### src/rtl/mcis_pkg.sv
// package: constants, opcode classes and states of the instruction execution core
package mcis_pkg;

   //==========================================================
   // widths
   localparam int unsigned INSTR_W  = 14;
   localparam int unsigned DATA_W   = 8;
   localparam int unsigned PC_W     = 13;
   localparam int unsigned FADDR_W  = 7;
   localparam int unsigned JUMP_W   = 11;

   //==========================================================
   // instruction and page latch field positions
   localparam int unsigned FADDR_LSB = 0;
   localparam int unsigned DEST_BIT  = 7;
   localparam int unsigned LIT_LSB   = 0;
   localparam int unsigned JUMP_LSB  = 0;
   localparam int unsigned PAGE_HI   = 4;
   localparam int unsigned PAGE_LO   = 3;

   //==========================================================
   // reset values and step constants
   localparam logic [PC_W-1:0]    PC_RST    = 13'h0000;
   localparam logic [DATA_W-1:0]  ACC_RST   = 8'h00;
   localparam logic [INSTR_W-1:0] IR_RST    = 14'h0000;
   localparam logic [DATA_W-1:0]  ONE       = 8'h01;
   localparam logic [PC_W-1:0]    PC_STEP   = 13'h0001;

   //==========================================================
   // operation classes
   typedef enum logic [3:0] {
      op_no_operation,
      op_complement_reg,
      op_decrement_skip_zero,
      op_increment_skip_zero,
      op_jump_absolute,
      op_or_literal,
      op_move_reg,
      op_load_literal,
      op_store_accumulator,
      op_return_from_irq,
      op_return_with_literal,
      op_return_sub,
      op_load_timer_cfg,
      op_rotate_right_carry,
      op_unsupported
   } mcis_op_t;

   //==========================================================
   // execute states
   typedef enum logic {
      st_exec,
      st_flush
   } mcis_state_t;

endpackage

### src/rtl/mcis_exec_if.sv
// interface: decoded operation and datapath results between core modules
`timescale 1ns/100ps
interface mcis_exec_if;
   import mcis_pkg::*;

   logic [INSTR_W-1:0] instr;
   mcis_op_t           op;
   logic [DATA_W-1:0]  operand;
   logic [DATA_W-1:0]  acc;
   logic               carry_in;
   logic [DATA_W-1:0]  result;
   logic               zero;
   logic               carry_out;

   modport dec  (input instr, output op);
   modport alu  (input op, input instr, input operand, input acc, input carry_in,
                 output result, output zero, output carry_out);
   modport core (output instr, output operand, output acc, output carry_in,
                 input op, input result, input zero, input carry_out);
endinterface // mcis_exec_if

### src/rtl/mcis_decode.sv
// module: instruction word classifier
`timescale 1ns/100ps
module mcis_decode
   import mcis_pkg::*;
(
   mcis_exec_if.dec ex
);

   //==========================================================
   // classification
   // wildcard positions are never compared, so any filler is accepted
   always_comb begin
      casez (ex.instr) // RULE10
         14'b00_0000_1???_????: ex.op = op_store_accumulator; // RULE11
         14'b00_0000_0??0_0000: ex.op = op_no_operation; // RULE19
         14'b00_0000_0000_1001: ex.op = op_return_from_irq;
         14'b00_0000_0000_1000: ex.op = op_return_sub;
         14'b00_0000_0110_0010: ex.op = op_load_timer_cfg;
         14'b00_1001_????_????: ex.op = op_complement_reg;
         14'b00_1011_????_????: ex.op = op_decrement_skip_zero;
         14'b00_1111_????_????: ex.op = op_increment_skip_zero;
         14'b00_1000_????_????: ex.op = op_move_reg;
         14'b00_1100_????_????: ex.op = op_rotate_right_carry;
         14'b10_1???_????_????: ex.op = op_jump_absolute;
         14'b11_1000_????_????: ex.op = op_or_literal;
         14'b11_00??_????_????: ex.op = op_load_literal; // RULE10
         14'b11_01??_????_????: ex.op = op_return_with_literal;
         default:               ex.op = op_unsupported;
      endcase
   end

endmodule // mcis_decode

### src/rtl/mcis_alu.sv
// module: datapath results and flags for one decoded operation
`timescale 1ns/100ps
module mcis_alu
   import mcis_pkg::*;
(
   mcis_exec_if.alu ex
);

   logic [DATA_W-1:0] literal;

   assign literal = ex.instr[LIT_LSB +: DATA_W];

   //==========================================================
   // result
   always_comb begin
      ex.carry_out = ex.carry_in;
      case (ex.op)
         op_complement_reg:      ex.result = ~ex.operand; // RULE18
         op_decrement_skip_zero: ex.result = ex.operand - ONE; // RULE2
         op_increment_skip_zero: ex.result = ex.operand + ONE; // RULE3
         op_move_reg:            ex.result = ex.operand; // RULE20
         op_rotate_right_carry: begin
            ex.result    = {ex.carry_in, ex.operand[DATA_W-1:1]}; // RULE17
            ex.carry_out = ex.operand[0]; // RULE17
         end
         op_or_literal:          ex.result = ex.acc | literal; // RULE8
         op_load_literal:        ex.result = literal; // RULE9
         op_return_with_literal: ex.result = literal; // RULE14
         op_store_accumulator:   ex.result = ex.acc;
         op_load_timer_cfg:      ex.result = ex.acc;
         default:                ex.result = ex.acc;
      endcase
   end

   assign ex.zero = (ex.result == '0);

endmodule // mcis_alu

### src/rtl/mcis_core.sv
// module: execution core for a subset of a 14-bit instruction set
// Overview of operation
// [RULE1] 7-bit register address; destination bit picks target
// [RULE2] decrement-skip: minus one, no flags, skip zero
// [RULE3] increment-skip: plus one, no flags, skip zero
// [RULE4] met skip drops prefetch, runs empty cycle
// [RULE5] jump loads 11-bit immediate into low counter
// [RULE6] jump upper counter bits from page latch
// [RULE7] jump takes two cycles, prefetch flushed
// [RULE8] or-literal into accumulator, zero flag only
// [RULE9] load-literal into accumulator, no flags, one cycle
// [RULE10] wildcard opcode bits ignored, written as zeros
// [RULE11] store accumulator to register, no flags
// [RULE12] irq return pops stack, sets enable, two cycles
// [RULE13] timer config load from accumulator, no flags
// [RULE14] return-literal loads accumulator, no flags
// [RULE15] return-literal pops counter, two cycles total
// [RULE16] subroutine return pops counter, two cycles
// [RULE17] rotate right through carry, carry flag only
// [RULE18] complement register, zero flag on zero result
// [RULE19] no-operation only advances counter, one cycle
// [RULE20] move register to destination, sets zero flag
`timescale 1ns/100ps
module mcis_core
   import mcis_pkg::*;
(
   input  wire logic               clk,
   input  wire logic               rst_b,
   // program memory
   output      logic [PC_W-1:0]    prog_addr,
   input  wire logic [INSTR_W-1:0] prog_data,
   // register file
   output      logic [FADDR_W-1:0] file_raddr,
   input  wire logic [DATA_W-1:0]  file_rdata,
   output      logic               file_we,
   output      logic [FADDR_W-1:0] file_waddr,
   output      logic [DATA_W-1:0]  file_wdata,
   // page latch register contents
   input  wire logic [DATA_W-1:0]  page_latch_register,
   // return stack
   input  wire logic [PC_W-1:0]    stack_top,
   output      logic               stack_pop,
   // global_irq_enable set strobe, bit 7 of interrupt_control_register
   output      logic               global_irq_enable_set,
   // timer configuration register write strobe and data
   output      logic               timer_cfg_we,
   output      logic [DATA_W-1:0]  timer_cfg_wdata,
   // architectural state
   output      logic [DATA_W-1:0]  accumulator,
   output      logic               flag_zero,
   output      logic               flag_carry,
   output      logic               exec_busy
);

   //==========================================================
   // state
   mcis_state_t        state_r;
   mcis_state_t        state_nxt;
   logic [PC_W-1:0]    pc_r;
   logic [PC_W-1:0]    pc_nxt;
   logic [INSTR_W-1:0] ir_r;
   logic [FADDR_W-1:0] raddr_r;
   logic [DATA_W-1:0]  acc_r;
   logic               zero_r;
   logic               carry_r;
   logic               file_we_r;
   logic [FADDR_W-1:0] file_waddr_r;
   logic [DATA_W-1:0]  file_wdata_r;
   logic               stack_pop_r;
   logic               irq_set_r;
   logic               cfg_we_r;
   logic [DATA_W-1:0]  cfg_wdata_r;
   logic               busy_r;

   //==========================================================
   // decoded controls
   logic               executing;
   logic               dest_file;
   logic               byte_op;
   logic               skip_met;
   logic               redirect;
   logic               pops;
   logic [DATA_W-1:0]  operand;
   logic [FADDR_W-1:0] faddr;

   mcis_exec_if ex ();

   mcis_decode u_decode (
      .ex (ex.dec)
   );

   mcis_alu u_alu (
      .ex (ex.alu)
   );

   //==========================================================
   // operand path
   // a register write lands one cycle late, so forward it to a reader
   // of the same address to avoid reading the stale value
   assign faddr   = ir_r[FADDR_LSB +: FADDR_W]; // RULE1
   assign operand = (file_we_r && (file_waddr_r == raddr_r)) ? file_wdata_r : file_rdata;

   // in a flush cycle the discarded word is replaced by an empty instruction
   assign ex.instr    = executing ? ir_r : IR_RST; // RULE4
   assign ex.operand  = operand;
   assign ex.acc      = acc_r;
   assign ex.carry_in = carry_r;

   assign executing = (state_r == st_exec);
   assign dest_file = ir_r[DEST_BIT]; // RULE1

   always_comb begin
      case (ex.op)
         op_complement_reg,
         op_decrement_skip_zero,
         op_increment_skip_zero,
         op_move_reg,
         op_rotate_right_carry: byte_op = 1'b1;
         default:               byte_op = 1'b0;
      endcase
   end

   // skip only on a zero result of the counting instructions
   always_comb begin
      case (ex.op)
         op_decrement_skip_zero: skip_met = ex.zero; // RULE2
         op_increment_skip_zero: skip_met = ex.zero; // RULE3
         default:                skip_met = 1'b0;
      endcase
   end

   // every return form leaves through the stack; nothing is pushed here
   always_comb begin
      case (ex.op)
         op_return_from_irq,
         op_return_with_literal,
         op_return_sub: pops = 1'b1;
         default:       pops = 1'b0;
      endcase
   end

   assign redirect = pops || (ex.op == op_jump_absolute);

   //==========================================================
   // sequencing
   // every taken change of flow costs one extra cycle for the prefetch
   always_comb begin
      state_nxt = st_exec;
      case (state_r)
         st_exec: begin
            if (redirect || skip_met) begin
               state_nxt = st_flush; // RULE4 RULE7 RULE12 RULE15 RULE16
            end
         end
         st_flush: state_nxt = st_exec;
         default:  state_nxt = st_exec;
      endcase
   end

   always_comb begin
      pc_nxt = pc_r + PC_STEP; // RULE19
      case (ex.op)
         op_jump_absolute: begin
            pc_nxt = {page_latch_register[PAGE_HI:PAGE_LO], // RULE6
                      ir_r[JUMP_LSB +: JUMP_W]}; // RULE5
         end
         op_return_from_irq:     pc_nxt = stack_top; // RULE12
         op_return_with_literal: pc_nxt = stack_top; // RULE15
         op_return_sub:          pc_nxt = stack_top; // RULE16
         default:                pc_nxt = pc_r + PC_STEP;
      endcase
   end

   always_ff @(posedge clk or negedge rst_b) begin
      if (!rst_b) begin
         state_r <= st_exec;
      end else begin
         state_r <= state_nxt;
      end
   end

   always_ff @(posedge clk or negedge rst_b) begin
      if (!rst_b) begin
         pc_r <= PC_RST;
      end else begin
         pc_r <= pc_nxt;
      end
   end

   // the fetch is latched every cycle; a flush only gates what executes
   always_ff @(posedge clk or negedge rst_b) begin
      if (!rst_b) begin
         ir_r <= IR_RST;
      end else begin
         ir_r <= prog_data;
      end
   end

   // the read address leaves one cycle early so the operand is ready in time
   always_ff @(posedge clk or negedge rst_b) begin
      if (!rst_b) begin
         raddr_r <= '0;
      end else begin
         raddr_r <= prog_data[FADDR_LSB +: FADDR_W]; // RULE1
      end
   end

   always_ff @(posedge clk or negedge rst_b) begin
      if (!rst_b) begin
         busy_r <= 1'b0;
      end else begin
         busy_r <= (state_nxt == st_flush);
      end
   end

   //==========================================================
   // accumulator and flags
   // flags are touched only by the instructions that name them
   always_ff @(posedge clk or negedge rst_b) begin
      if (!rst_b) begin
         acc_r <= ACC_RST;
      end else begin
         case (ex.op)
            op_or_literal:          acc_r <= ex.result; // RULE8
            op_load_literal:        acc_r <= ex.result; // RULE9
            op_return_with_literal: acc_r <= ex.result; // RULE14
            default: begin
               if (byte_op && !dest_file) begin
                  acc_r <= ex.result; // RULE1
               end
            end
         endcase
      end
   end

   always_ff @(posedge clk or negedge rst_b) begin
      if (!rst_b) begin
         zero_r <= 1'b0;
      end else begin
         case (ex.op)
            op_complement_reg: zero_r <= ex.zero; // RULE18
            op_move_reg:       zero_r <= ex.zero; // RULE20
            op_or_literal:     zero_r <= ex.zero; // RULE8
            default:           zero_r <= zero_r;
         endcase
      end
   end

   always_ff @(posedge clk or negedge rst_b) begin
      if (!rst_b) begin
         carry_r <= 1'b0;
      end else if (ex.op == op_rotate_right_carry) begin
         carry_r <= ex.carry_out; // RULE17
      end
   end

   //==========================================================
   // register file write-back
   // a move written back to itself is still issued, so the write strobe
   // shows even when the stored value does not change
   always_ff @(posedge clk or negedge rst_b) begin
      if (!rst_b) begin
         file_we_r <= 1'b0;
      end else begin
         file_we_r <= (byte_op && dest_file) || (ex.op == op_store_accumulator); // RULE1 RULE11
      end
   end

   // address and data move every cycle; only the strobe qualifies them
   always_ff @(posedge clk or negedge rst_b) begin
      if (!rst_b) begin
         file_waddr_r <= '0;
      end else begin
         file_waddr_r <= faddr;
      end
   end

   always_ff @(posedge clk or negedge rst_b) begin
      if (!rst_b) begin
         file_wdata_r <= '0;
      end else begin
         file_wdata_r <= ex.result;
      end
   end

   //==========================================================
   // side effects outside the core
   always_ff @(posedge clk or negedge rst_b) begin
      if (!rst_b) begin
         stack_pop_r <= 1'b0;
      end else begin
         stack_pop_r <= pops; // RULE12 RULE15 RULE16
      end
   end

   // a pulse, not a level: the enable bit itself lives outside the core
   always_ff @(posedge clk or negedge rst_b) begin
      if (!rst_b) begin
         irq_set_r <= 1'b0;
      end else begin
         irq_set_r <= (ex.op == op_return_from_irq); // RULE12
      end
   end

   // the timer configuration stays reachable as an ordinary register; this
   // strobe is only the legacy path and owns no copy of its own
   always_ff @(posedge clk or negedge rst_b) begin
      if (!rst_b) begin
         cfg_we_r <= 1'b0;
      end else begin
         cfg_we_r <= (ex.op == op_load_timer_cfg); // RULE13
      end
   end

   // data follows the accumulator every cycle; only the strobe qualifies it
   always_ff @(posedge clk or negedge rst_b) begin
      if (!rst_b) begin
         cfg_wdata_r <= '0;
      end else begin
         cfg_wdata_r <= acc_r;
      end
   end

   //==========================================================
   // outputs
   assign prog_addr             = pc_r;
   assign file_raddr            = raddr_r;
   assign file_we               = file_we_r;
   assign file_waddr            = file_waddr_r;
   assign file_wdata            = file_wdata_r;
   assign stack_pop             = stack_pop_r;
   assign global_irq_enable_set = irq_set_r;
   assign timer_cfg_we          = cfg_we_r;
   assign timer_cfg_wdata       = cfg_wdata_r;
   assign accumulator           = acc_r;
   assign flag_zero             = zero_r;
   assign flag_carry            = carry_r;
   assign exec_busy             = busy_r;

endmodule // mcis_core

### config.mk
export PLATFORM = sky130hd
export DESIGN_NAME = mcis_core
export DESIGN_NICKNAME = d
export VERILOG_FILES = /design/src/rtl/mcis_pkg.sv /design/src/rtl/mcis_exec_if.sv /design/src/rtl/mcis_decode.sv /design/src/rtl/mcis_alu.sv /design/src/rtl/mcis_core.sv
export SDC_FILE = /design/constraint.sdc
export NUM_CORES = 1
export LEC_CHECK = 0
export BUFFER_PORTS_ARGS = -buffer_cell sky130_fd_sc_hd__buf_2
export CORE_MARGIN = 4
export CORE_UTILIZATION = 47
export CTS_CLUSTER_DIAMETER = 100
export DETAILED_ROUTE_END_ITERATION = 12
export GPL_TIMING_DRIVEN = 0
export PLACE_DENSITY = 0.76
export SLEW_MARGIN = 10
export SYNTH_ARGS = -nofsm -noshare
export SYNTH_HDL_FRONTEND = slang
export SYNTH_SLANG_ARGS = --single-unit
### constraint.sdc
create_clock -name clk -period 3.55 [get_ports clk]
set_input_delay 0.355 -clock clk [delete_from_list [all_inputs] [get_ports clk]]
set_output_delay 0.355 -clock clk [all_outputs]
set_load 0.02 [all_outputs]
==> run_results.csv, run 1 <==
group,metric,value,unit
status,status,"complete, but fails checks",
status,violations,"negative setup slack",
sta,relSlewSlack,40.2,%
power_and_ir_drop,vdd_drop_max,0.358,mV
cells_and_area,drive_gt1_share,40.4,%
sta,worstMarginPinSlew,0.890,ns
clocking,cts-root-buf,"clkbuf_8",
floorplanning,fp.dieW,95.6,um
global_routing,track_usage,25.5,%
floorplanning,coreArea,0.00737,mm2
yosys,syn_avg_cell_area,9.61,um2
floorplanning,die_area,0.00913,mm2
sta,hold_viol,0,
place,dp_hpwl,7850,um
floorplanning,die_h,95.6,um
clocking,clk_pin_slew,0.08,ns
detailed_routing,drc,0,
yosys,synth_nets,428,
cells_and_area,finish.utilization,65.6,%
cells_and_area,mostFrequentLayoutCells,"buf_2, dfrtp_1, nor2_1",
yosys,netlist_instances,375,
setup_path,cp.arrival,3.88,ns
clocking,clockBufferDepth,2,
run,max_cap_violations,0,
sta,tns,-0.0588,ns
place,io_buffers,96,
detailed_routing,first_pass_iters,5,
cells_and_area,final_area,0.00484,mm2
sta,skew,0.00891,ns
detailed_routing,drtIter0Drc,288,
global_routing,grt_pass1_vias,3491,
cells_and_area,n_fill_cell,629,
setup_path,path_class,"flip-flop to flip-flop",
power_and_ir_drop,pwr_density_cell,503,mW/mm2
yosys,mappedNetlistArea,0.00360,mm2
place,dpl-instance-area,0.00422,mm2
cells_and_area,final_common_cell,"buf_2",
detailed_routing,routedWlPerCell,18.8,um
clocking,htree_levels,3,
clocking,cts_buffers,9,
global_routing,grt_pass1_wl,17500,um
clocking,cts_sinks,65,
global_routing,grt_max_degree,66,
floorplanning,num_rows,31,
sta,holdWs,0.0940,ns
cells_and_area,regArea,0.00164,mm2
cells_and_area,multi_input_area,0.00208,mm2
detailed_routing,wl,11400,um
setup_path,worstPathRequired,3.84,ns
yosys,yosys_warnings,0,
yosys,async_flop_share,100,%
sta,finalCritPeriodShare,101,%
cells_and_area,fin_nets,553,
yosys,ys_types,66,
setup_path,reg2reg_depth,13,
detailed_routing,viasPerCell,5.91,
power_and_ir_drop,power_leakage,0.00214,uW
floorplanning,start_util,48.9,%
cells_and_area,area.growth.synth_to_final,34.2,%
clocking,cts_tree,"done",
yosys,synth-seq-cells,65,
detailed_routing,ant_nets,0,
cells_and_area,layoutNonFillerInstCount,604,
sta,slew_violations,0,
setup_path,end_kind,"flip-flop",
place,gp_congestion,0.932,
setup_path,worst-path-max-fanout,8,
sta,setup_viol,2,
global_routing,grt-ovfl-total,0,
place,dp.cells,570,
yosys,synth_edf_count,0,
cells_and_area,n_antenna_cell,0,
floorplanning,io_pins,103,
detailed_routing,vias,3569,
yosys,synthFlopType,"dfrtp_1",
hold_path,hold_path_class,"primary input to async pin",
sta,period_needed,3.60,ns
sta,rsz0062_at_grt,"yes",
global_routing,grt_antenna_before_repair,0,
sta,clock.fmax,0.278,GHz
sta,setup_slack,-0.0466,ns
yosys,ys_seq_area_share,45.1,%
setup_path,critPathLaunchType,"flip-flop",
clocking,clk_latency,0.35,ns
-- final cells by class --
class | instances | share of cell area [%]
tap | 99 | 2.56
inverter | 7 | 0.543
buffer | 22 | 2.95
timing repair buffer | 116 | 13.1
multi-input combinational | 279 | 43.0
clock buffer | 10 | 2.64
sequential | 65 | 33.8
clock inverter | 6 | 1.40
-- critical path, stage by stage, from the launching register on --
cell       delay, ns
dfrtp_2         0.44
xor2_2          0.20
or4b_4          0.56
buf_12          0.17
o21ai_4         0.14
nand2_2         0.09
fa_2            0.42
a21o_1          0.18
a211oi_2        0.23
o32ai_2         0.14
a2111oi_4       0.28
inv_1           0.14
nor4_4          0.33
a22o_1          0.19
-- stage by stage --
stage / setup slack [ns] / total power, uW
4_1_cts: -0.0867 / 2410
3_3_place_gp: -0.623 / 1730
6_report: -0.0466 / 2430
3_5_place_dp: -0.617 / 1750
5_1_grt: -0.147 / 2550
2_1_floorplan: 0.0261 / 1460
-- power by group --
group,internal (uW),switching [uW]
combinational,304,458
sequential,884,158
clock,327,302
total,1510,918
-- path summary, 6_finish.rpt --
path                                 from            endpoint  slack [ns]
setup / recovery            file_raddr[2]           flag_zero       -0.05
hold / removal                      rst_b             ir_r[8]        0.09
setup reg to reg            file_raddr[2]           flag_zero       -0.05
hold reg to reg            accumulator[6]  timer_cfg_wdata[6]        0.45
max in group asynchronous           rst_b       file_raddr[3]        2.87
min in group clk             prog_data[0]       file_raddr[0]        0.10
-- metal layers --
layer  global-route usage, %  up-vias  part of all wire [%]
li1                        -     1633                     -
met1                    33.3     1738                    41
met2                    41.6      177                    49
met5                       0        -                     0
met3                    5.76       21                   8.3
met4                    8.89        0                   1.9
-- kinds of logic (layout without fill, tap and decap cells) --
kind of cell | Yosys count | count (layout) | share of synthesized area (%)
AND/OR/NAND/NOR | 134 | 134 | 19.7
XOR/XNOR | 23 | 23 | 5.59
buffers and inverters | 31 | 161 | 4.37
AO/OA/AOI/OAI | 110 | 110 | 21.1
adder cells (fa/ha/maj) | 8 | 8 | 2.99
flip-flops | 65 | 65 | 45.1
multiplexers | 4 | 4 | 1.18
-- flip-flops by register name (all words and copies together) (netlist names) --
signal / flops
timer_cfg_we: 1
flag_zero: 1
file_we: 1
exec_busy: 1
global_irq_enable_set: 1
prog_addr: 13
timer_cfg_wdata: 8
file_waddr: 7
file_wdata: 8
stack_pop: 1
flag_carry: 1
ir_r: 8
accumulator: 8
file_raddr: 6
-- synth_stat cells (all sizes together) (3+ instances only) --
master	number	share of area, %
nor2	37	4.0
xnor2	14	3.4
ha	7	2.4
a211oi	4	0.83
and3	10	1.7
dfrtp	65	45
a21o	5	1.0
inv	7	0.73
o21ai	27	4.2
nor4	3	0.52
buf	12	2.4
or2	3	0.59
clkbuf	12	1.2
nand2	29	3.0
o211ai	9	1.9
nand3	15	2.1
a31oi	4	0.69
a21oi	19	3.0
or3	3	0.66
a22oi	16	3.3
o22ai	4	0.69
nand4	5	0.87
xor2	9	2.2
o21a	4	0.83
nor3	7	1.1
nor2b	7	1.2
-- what timing repair did --
item	CTS	global route
hold buffers	0	0
pin swaps	18	17
gates resized for setup	29	34
setup endpoints to repair	10	7
gates cloned	0	0
setup buffers	15	5
hold endpoints to repair	0	0
No activity file was read; power rests on OpenSTA's default activity.
==> run 2: changes to the inputs <==
--- a/config.mk
+++ b/config.mk
@@ -12,6 +12,7 @@
 export DETAILED_ROUTE_END_ITERATION = 12
 export GPL_TIMING_DRIVEN = 0
 export PLACE_DENSITY = 0.76
+export SETUP_SLACK_MARGIN = 0.4
 export SLEW_MARGIN = 10
 export SYNTH_ARGS = -nofsm -noshare
 export SYNTH_HDL_FRONTEND = slang
==> run 2 against run 1 <==
  * The flow still finishes with violations (negative setup slack)
  * Die area did not move
  * Wire length is 4.6% higher
  * Final cell count increased by 2.5%
  * Worst hold slack improved by 0.0032 ns
  * Clock skew increased by 0.0020 ns
  * Register-to-register slack worse by 0.10 ns
  * Total power is 7.9% higher
  * Critical path depth grew 2
  * Global-route usage rose by 1.6 points
  * Fmax down 2.8%
  * Via count increased by 0.59%
  * Critical path type unchanged
  * Critical endpoint unchanged
==> run_results.csv, run 2 (synthesized netlist as in run 1, its figures left out) <==
group,metric,value,unit
status,status,"complete, but fails checks",
status,violations,"negative setup slack",
setup_path,slowest_stage,"or4b_4",
cells_and_area,largest_reg_flops,13,
place,dp_slack,-0.510,ns
clocking,clk_pin_slew,0.08,ns
place,gp_congestion,0.918,
global_routing,grt_max_degree,66,
detailed_routing,ant_nets,0,
global_routing,grt_pass1_vias,3511,
cells_and_area,multi_input_area,0.00213,mm2
global_routing,grt-ovfl-total,0,
cells_and_area,area.growth.synth_to_final,40.2,%
sta,slew_violations,0,
setup_path,crit_chain,"xor2_4 > or4b_4 > buf_8 > buf_6 > o21ai_4 > nand2_2 > ha_4 > nor2b_4 > a2bb2oi_2 > o22ai_1 > a31o_2 > a221oi_2 > o211ai_1 > nor4_4 > a22o_1",
setup_path,crit_path_max_incr_delay,0.55,ns
cells_and_area,n_antenna_cell,0,
power_and_ir_drop,vdd_drop_max,0.410,mV
setup_path,r2r_setup_slack,-0.15,ns
floorplanning,start_util,48.9,%
cells_and_area,mostFrequentLayoutCells,"buf_2, dfrtp_1, buf_4",
sta,worstMarginPinSlew,0.888,ns
setup_path,path_buf_inv,2,
setup_path,cp.arrival,3.98,ns
setup_path,worst-path-max-fanout,6,
sta,clock.fmax,0.270,GHz
place,io_buffers,96,
floorplanning,num_rows,31,
hold_path,hold_path_class,"primary input to async pin",
sta,skew,0.0109,ns
cells_and_area,fin_nets,568,
floorplanning,coreArea,0.00737,mm2
detailed_routing,drtIter0Drc,249,
sta,setup_slack,-0.149,ns
clocking,cts_buffers,9,
clocking,clk_latency,0.35,ns
global_routing,grt_pass1_wl,18400,um
detailed_routing,viasPerCell,5.80,
detailed_routing,first_pass_iters,5,
detailed_routing,drc,0,
power_and_ir_drop,pwr_density_cell,519,mW/mm2
global_routing,track_usage,27.1,%
clocking,cts_sinks,65,
clocking,clockBufferDepth,2,
sta,hold_viol,0,
setup_path,critical-path-top-delay-family,"compound AO/OA/AOI/OAI gates",
power_and_ir_drop,power_leakage,0.00226,uW
floorplanning,die_h,95.6,um
setup_path,end_kind,"flip-flop",
setup_path,critPathLaunch,"file_raddr[0]",
clocking,cts_tree,"done",
sta,period_needed,3.70,ns
setup_path,reg2reg_depth,15,
setup_path,critPathLaunchType,"flip-flop",
setup_path,cp.depth,15,
clocking,cts-root-buf,"clkbuf_8",
detailed_routing,routedWlPerCell,19.2,um
sta,setup_viol,5,
detailed_routing,vias,3590,
setup_path,timing.rr.start,"file_raddr[0]",
cells_and_area,drive_gt1_share,42.7,%
floorplanning,die_area,0.00913,mm2
sta,relSlewSlack,40.3,%
run,max_cap_violations,0,
detailed_routing,wl,11900,um
floorplanning,io_pins,103,
clocking,htree_levels,3,
sta,finalCritPeriodShare,104,%
setup_path,r2r_end,"flag_zero",
setup_path,worstPathRequired,3.83,ns
cells_and_area,n_fill_cell,593,
clocking,ctsHoldBuffers,0,
place,dp_hpwl,8060,um
setup_path,path_class,"flip-flop to flip-flop",
global_routing,grt_antenna_before_repair,0,
cells_and_area,final_common_cell,"buf_2",
power_and_ir_drop,fin_total_pwr,2630,uW
cells_and_area,regArea,0.00164,mm2
sta,rsz0062_at_grt,"yes",
floorplanning,fp.dieW,95.6,um
sta,holdWs,0.0972,ns
## run 2: power by group
part	switching, uW	internal (uW)
logic	481	330
registers	156	884
clock network	309	466
## run 2: routing by layer
layer | global-route usage [%] | part of all wire (%) | wire length (um)
met1 | 35.8 | 41 | 4910
met2 | 44.1 | 48 | 5760
met3 | 6.08 | 8.4 | 997
met4 | 8.77 | 1.9 | 223
met5 | 0 | 0 | 0
## run 2: worst max path at each step
stage / end / slack [ns]
after global routing: flag_zero / -0.25
after global placement: flag_zero / -0.48
after floorplan: flag_zero / 0.19
final: flag_zero / -0.15
after CTS: flag_zero / -0.04
after detailed placement: flag_zero / -0.51
## run 2: worst register-to-register path: stages (launching register included)
cell,delay (ns)
dfrtp_2,0.45
xor2_4,0.20
or4b_4,0.55
buf_8,0.17
buf_6,0.12
o21ai_4,0.15
nand2_2,0.10
ha_4,0.27
nor2b_4,0.13
a2bb2oi_2,0.14
o22ai_1,0.09
a31o_2,0.25
a221oi_2,0.18
o211ai_1,0.29
nor4_4,0.38
a22o_1,0.18
## run 2: layout make-up
cell class                 count  share of cell area (%)
inverter                       7                   0.520
tap                           99                    2.45
sequential                    65                    32.4
clock inverter                 7                    2.35
timing repair buffer         129                    14.9
buffer                        24                    2.87
clock buffer                   9                    2.45
multi-input combinational    279                    42.1
## run 2: timing repair
item                                    CTS  global route
hold endpoints to repair                  0             0
pin swaps                                30            18
endpoints found under the setup margin   16            14
setup buffers                            24             9
cloned                                    0             0
resized for setup                        41            18
## run 2: metrics by stage
stage                     setup TNS [ns]  cell area [um2]  std cells  utilization (%)
after global placement             -2.01             4250        570             57.6
after floorplan                        0             3640        375                -
final                             -0.319             5050        619             68.6
after CTS                        -0.0749             4880        610             66.2
after global routing              -0.814             5050        619             68.6
after detailed placement           -2.18             4250        570             57.7
==> run 3: changes to the inputs <==
--- a/config.mk
+++ b/config.mk
@@ -7,11 +7,12 @@
 export LEC_CHECK = 0
 export BUFFER_PORTS_ARGS = -buffer_cell sky130_fd_sc_hd__buf_2
 export CORE_MARGIN = 4
-export CORE_UTILIZATION = 47
+export CORE_UTILIZATION = 45
 export CTS_CLUSTER_DIAMETER = 100
+export CTS_CLUSTER_SIZE = 28
 export DETAILED_ROUTE_END_ITERATION = 12
 export GPL_TIMING_DRIVEN = 0
-export PLACE_DENSITY = 0.76
+export PLACE_DENSITY = 0.73
 export SETUP_SLACK_MARGIN = 0.4
 export SLEW_MARGIN = 10
 export SYNTH_ARGS = -nofsm -noshare
==> constraint.sdc (replaced) <==
create_clock -name clk -period 3.55 [get_ports clk]
set_input_delay 0.355 -clock clk [delete_from_list [all_inputs] [get_ports clk]]
set_output_delay 0.355 -clock clk [all_outputs]
set_load 0.01 [all_outputs]
==> run 3 against run 2 <==
  * The flow still finishes with violations (negative setup slack)
  * Die area increased by 4.1%
  * Critical path type unchanged
  * Clock-buffer cell count unchanged
  * Fmax increased by 4.1%
  * Via count decreased by 0.50%
==> run_results.csv, run 3 (synthesized netlist as in run 1, its figures left out) <==
group,metric,value,unit
status,status,"complete, but fails checks",
status,violations,"negative setup slack",
setup_path,worstPathRequired,3.78,ns
clocking,htree_levels,3,
floorplanning,num_rows,32,
floorplanning,start_util,46.4,%
place,dp.cells,573,
setup_path,reg2reg_depth,14,
cells_and_area,fin_nets,570,
cells_and_area,final_common_cell,"buf_2",
global_routing,grtUsageMet3,4.95,%
setup_path,slowest_stage,"or4b_4",
run,max_cap_violations,0,
cells_and_area,mostFrequentLayoutCells,"buf_2, dfrtp_1, buf_4",
sta,hold_viol,0,
cells_and_area,layoutNonFillerInstCount,624,
global_routing,grtUsageMet2,39.4,%
setup_path,crit_path_max_incr_delay,0.56,ns
clocking,cts_tree,"done",
place,io_buffers,96,
cells_and_area,n_antenna_cell,0,
setup_path,crit_end,"accumulator[6]",
sta,tns,-0.00332,ns
sta,setup_slack,-0.00332,ns
global_routing,grt_pass1_vias,3538,
floorplanning,fp.dieW,97.5,um
hold_path,hold_path_class,"primary input to async pin",
detailed_routing,first_pass_iters,5,
detailed_routing,drtIter0Drc,285,
clocking,clk_latency,0.35,ns
global_routing,track_usage,24.5,%
place,dp_hpwl,8210,um
power_and_ir_drop,vdd_drop_max,0.282,mV
clocking,cts-root-buf,"clkbuf_8",
sta,period_needed,3.55,ns
power_and_ir_drop,pwr-share-seq,43.5,%
setup_path,critPathLaunchType,"flip-flop",
clocking,cts_buffers,9,
sta,holdWs,0.100,ns
global_routing,grt_use_met1,32.5,%
global_routing,grt_busiest_layer,"met2",
sta,relSlewSlack,37.5,%
place,gp_congestion,0.954,
floorplanning,io_pins,103,
sta,rsz0062_at_grt,"yes",
power_and_ir_drop,p_int,1550,uW
global_routing,grt_max_degree,66,
detailed_routing,ant_nets,0,
global_routing,grt_pass1_wl,18500,um
detailed_routing,drc,0,
power_and_ir_drop,combPwrFrac,29.6,%
setup_path,worst-path-max-fanout,8,
sta,worstMarginPinSlew,0.931,ns
setup_path,path_class,"flip-flop to flip-flop",
clocking,clockBufferDepth,2,
power_and_ir_drop,power.switching,848,uW
global_routing,grt-ovfl-total,0,
sta,clock.fmax,0.281,GHz
setup_path,crit_chain,"xor2_2 > or4b_4 > buf_12 > o21ai_4 > nand2_2 > fa_2 > a211oi_4 > o21bai_1 > a21oi_1 > xnor2_1 > nand2_1 > nand4_1 > buf_4 > mux2_4",
setup_path,cp.arrival,3.78,ns
floorplanning,die_h,97.5,um
setup_path,timing.rr.start,"ir_r[6]",
sta,slew_violations,0,
detailed_routing,routedWlPerCell,19.3,um
power_and_ir_drop,p_clk_share,26.9,%
sta,setup_viol,1,
setup_path,end_kind,"flip-flop",
clocking,clk_pin_slew,0.09,ns
cells_and_area,area.growth.synth_to_final,42.5,%
detailed_routing,wl,12000,um
global_routing,grt_antenna_before_repair,0,
power_and_ir_drop,pwr_density_cell,466,mW/mm2
clocking,cts_sinks,65,
setup_path,critPathLaunch,"ir_r[6]",
detailed_routing,vias,3572,
floorplanning,die_area,0.00950,mm2
setup_path,r2r_end,"accumulator[6]",
power_and_ir_drop,swShare,35.4,%
setup_path,r2r_setup_slack,-0.003,ns
floorplanning,coreArea,0.00777,mm2
cells_and_area,largest_reg_flops,13,
detailed_routing,viasPerCell,5.72,
sta,skew,0.0165,ns
cells_and_area,drive_gt1_share,45.0,%
power_and_ir_drop,power_leakage,0.00225,uW
sta,finalCritPeriodShare,100,%
[run 3: changes by cell type in the layout (fill, tap and decap cells not counted), moves of 3 or more]
cell,change
nor2_1,-5
nand3_1,-4
nand2_4,+4
xnor2_2,-3
nor2_2,+4
xnor2_1,+3
buf_4,+3
nand3_4,+4
[run 3: through the flow]
stage	total power [uW]	instance area [um2]	setup WS [ns]	utilization [%]
final	2400	5140	-0.00332	66.1
after global routing	2530	5140	-0.0913	66.1
after CTS	2350	4880	0.0216	62.8
after detailed placement	1650	4290	-0.577	55.2
after global placement	1640	4290	-0.507	55.2
after floorplan	1360	3680	0.199	-
[run 3: layout make-up]
class	instances	area, um2
clock inverters	7	77.6
multi-input cells	279	2230
well taps	102	128
flip-flops and latches	65	1640
repair buffers	131	761
fillers	663	2630
clock buffers	9	124
plain buffers	24	154
inverters	7	26.3
[run 3: how the worst min path moves through the flow]
stage | startpoint | end | cells past startpoint
6_report | rst_b | accumulator[0] | 1
5_1_grt | prog_data[6] | ir_r[6] | 1
4_1_cts | prog_data[0] | file_raddr[0] | 1
3_5_place_dp | accumulator[6] | timer_cfg_wdata[6] | 0
3_3_place_gp | accumulator[6] | timer_cfg_wdata[6] | 0
2_1_floorplan | rst_b | accumulator[0] | 0
[run 3: worst max-delay path: cells and delay by family, from the launching register on]
kind            cells  cell delay (ns)
simple gates        4             0.94
mux                 1             0.25
buf+inv             2             0.38
fa+ha+maj           1             0.44
flops               1             0.44
compound gates      4             0.68
xor+xnor            2             0.30
[run 3: what timing repair did]
item                                    4_1_cts  5_1_grt
buffers inserted                             24       11
gates resized for setup                      48       38
endpoints found under the hold margin         0        0
endpoints found under the setup margin       16       14
hold buffers                                  0        0
pin swaps                                    28       29
[run 3: per-layer routing]
layer	part of all wire (%)	vias to the layer above	wire, um
li1	-	1649	-
met1	42	1732	5050
met2	49	158	5850
met3	6.4	33	771
met4	2.8	0	338
met5	0	-	0
[run 3: power groups by stage]
stage	logic, uW	clock network (uW)	registers, uW
3_5_place_dp	601	0	1050
2_1_floorplan	281	0	1080
6_report	709	644	1040
3_3_place_gp	591	0	1050
5_1_grt	773	694	1060
4_1_cts	663	651	1030
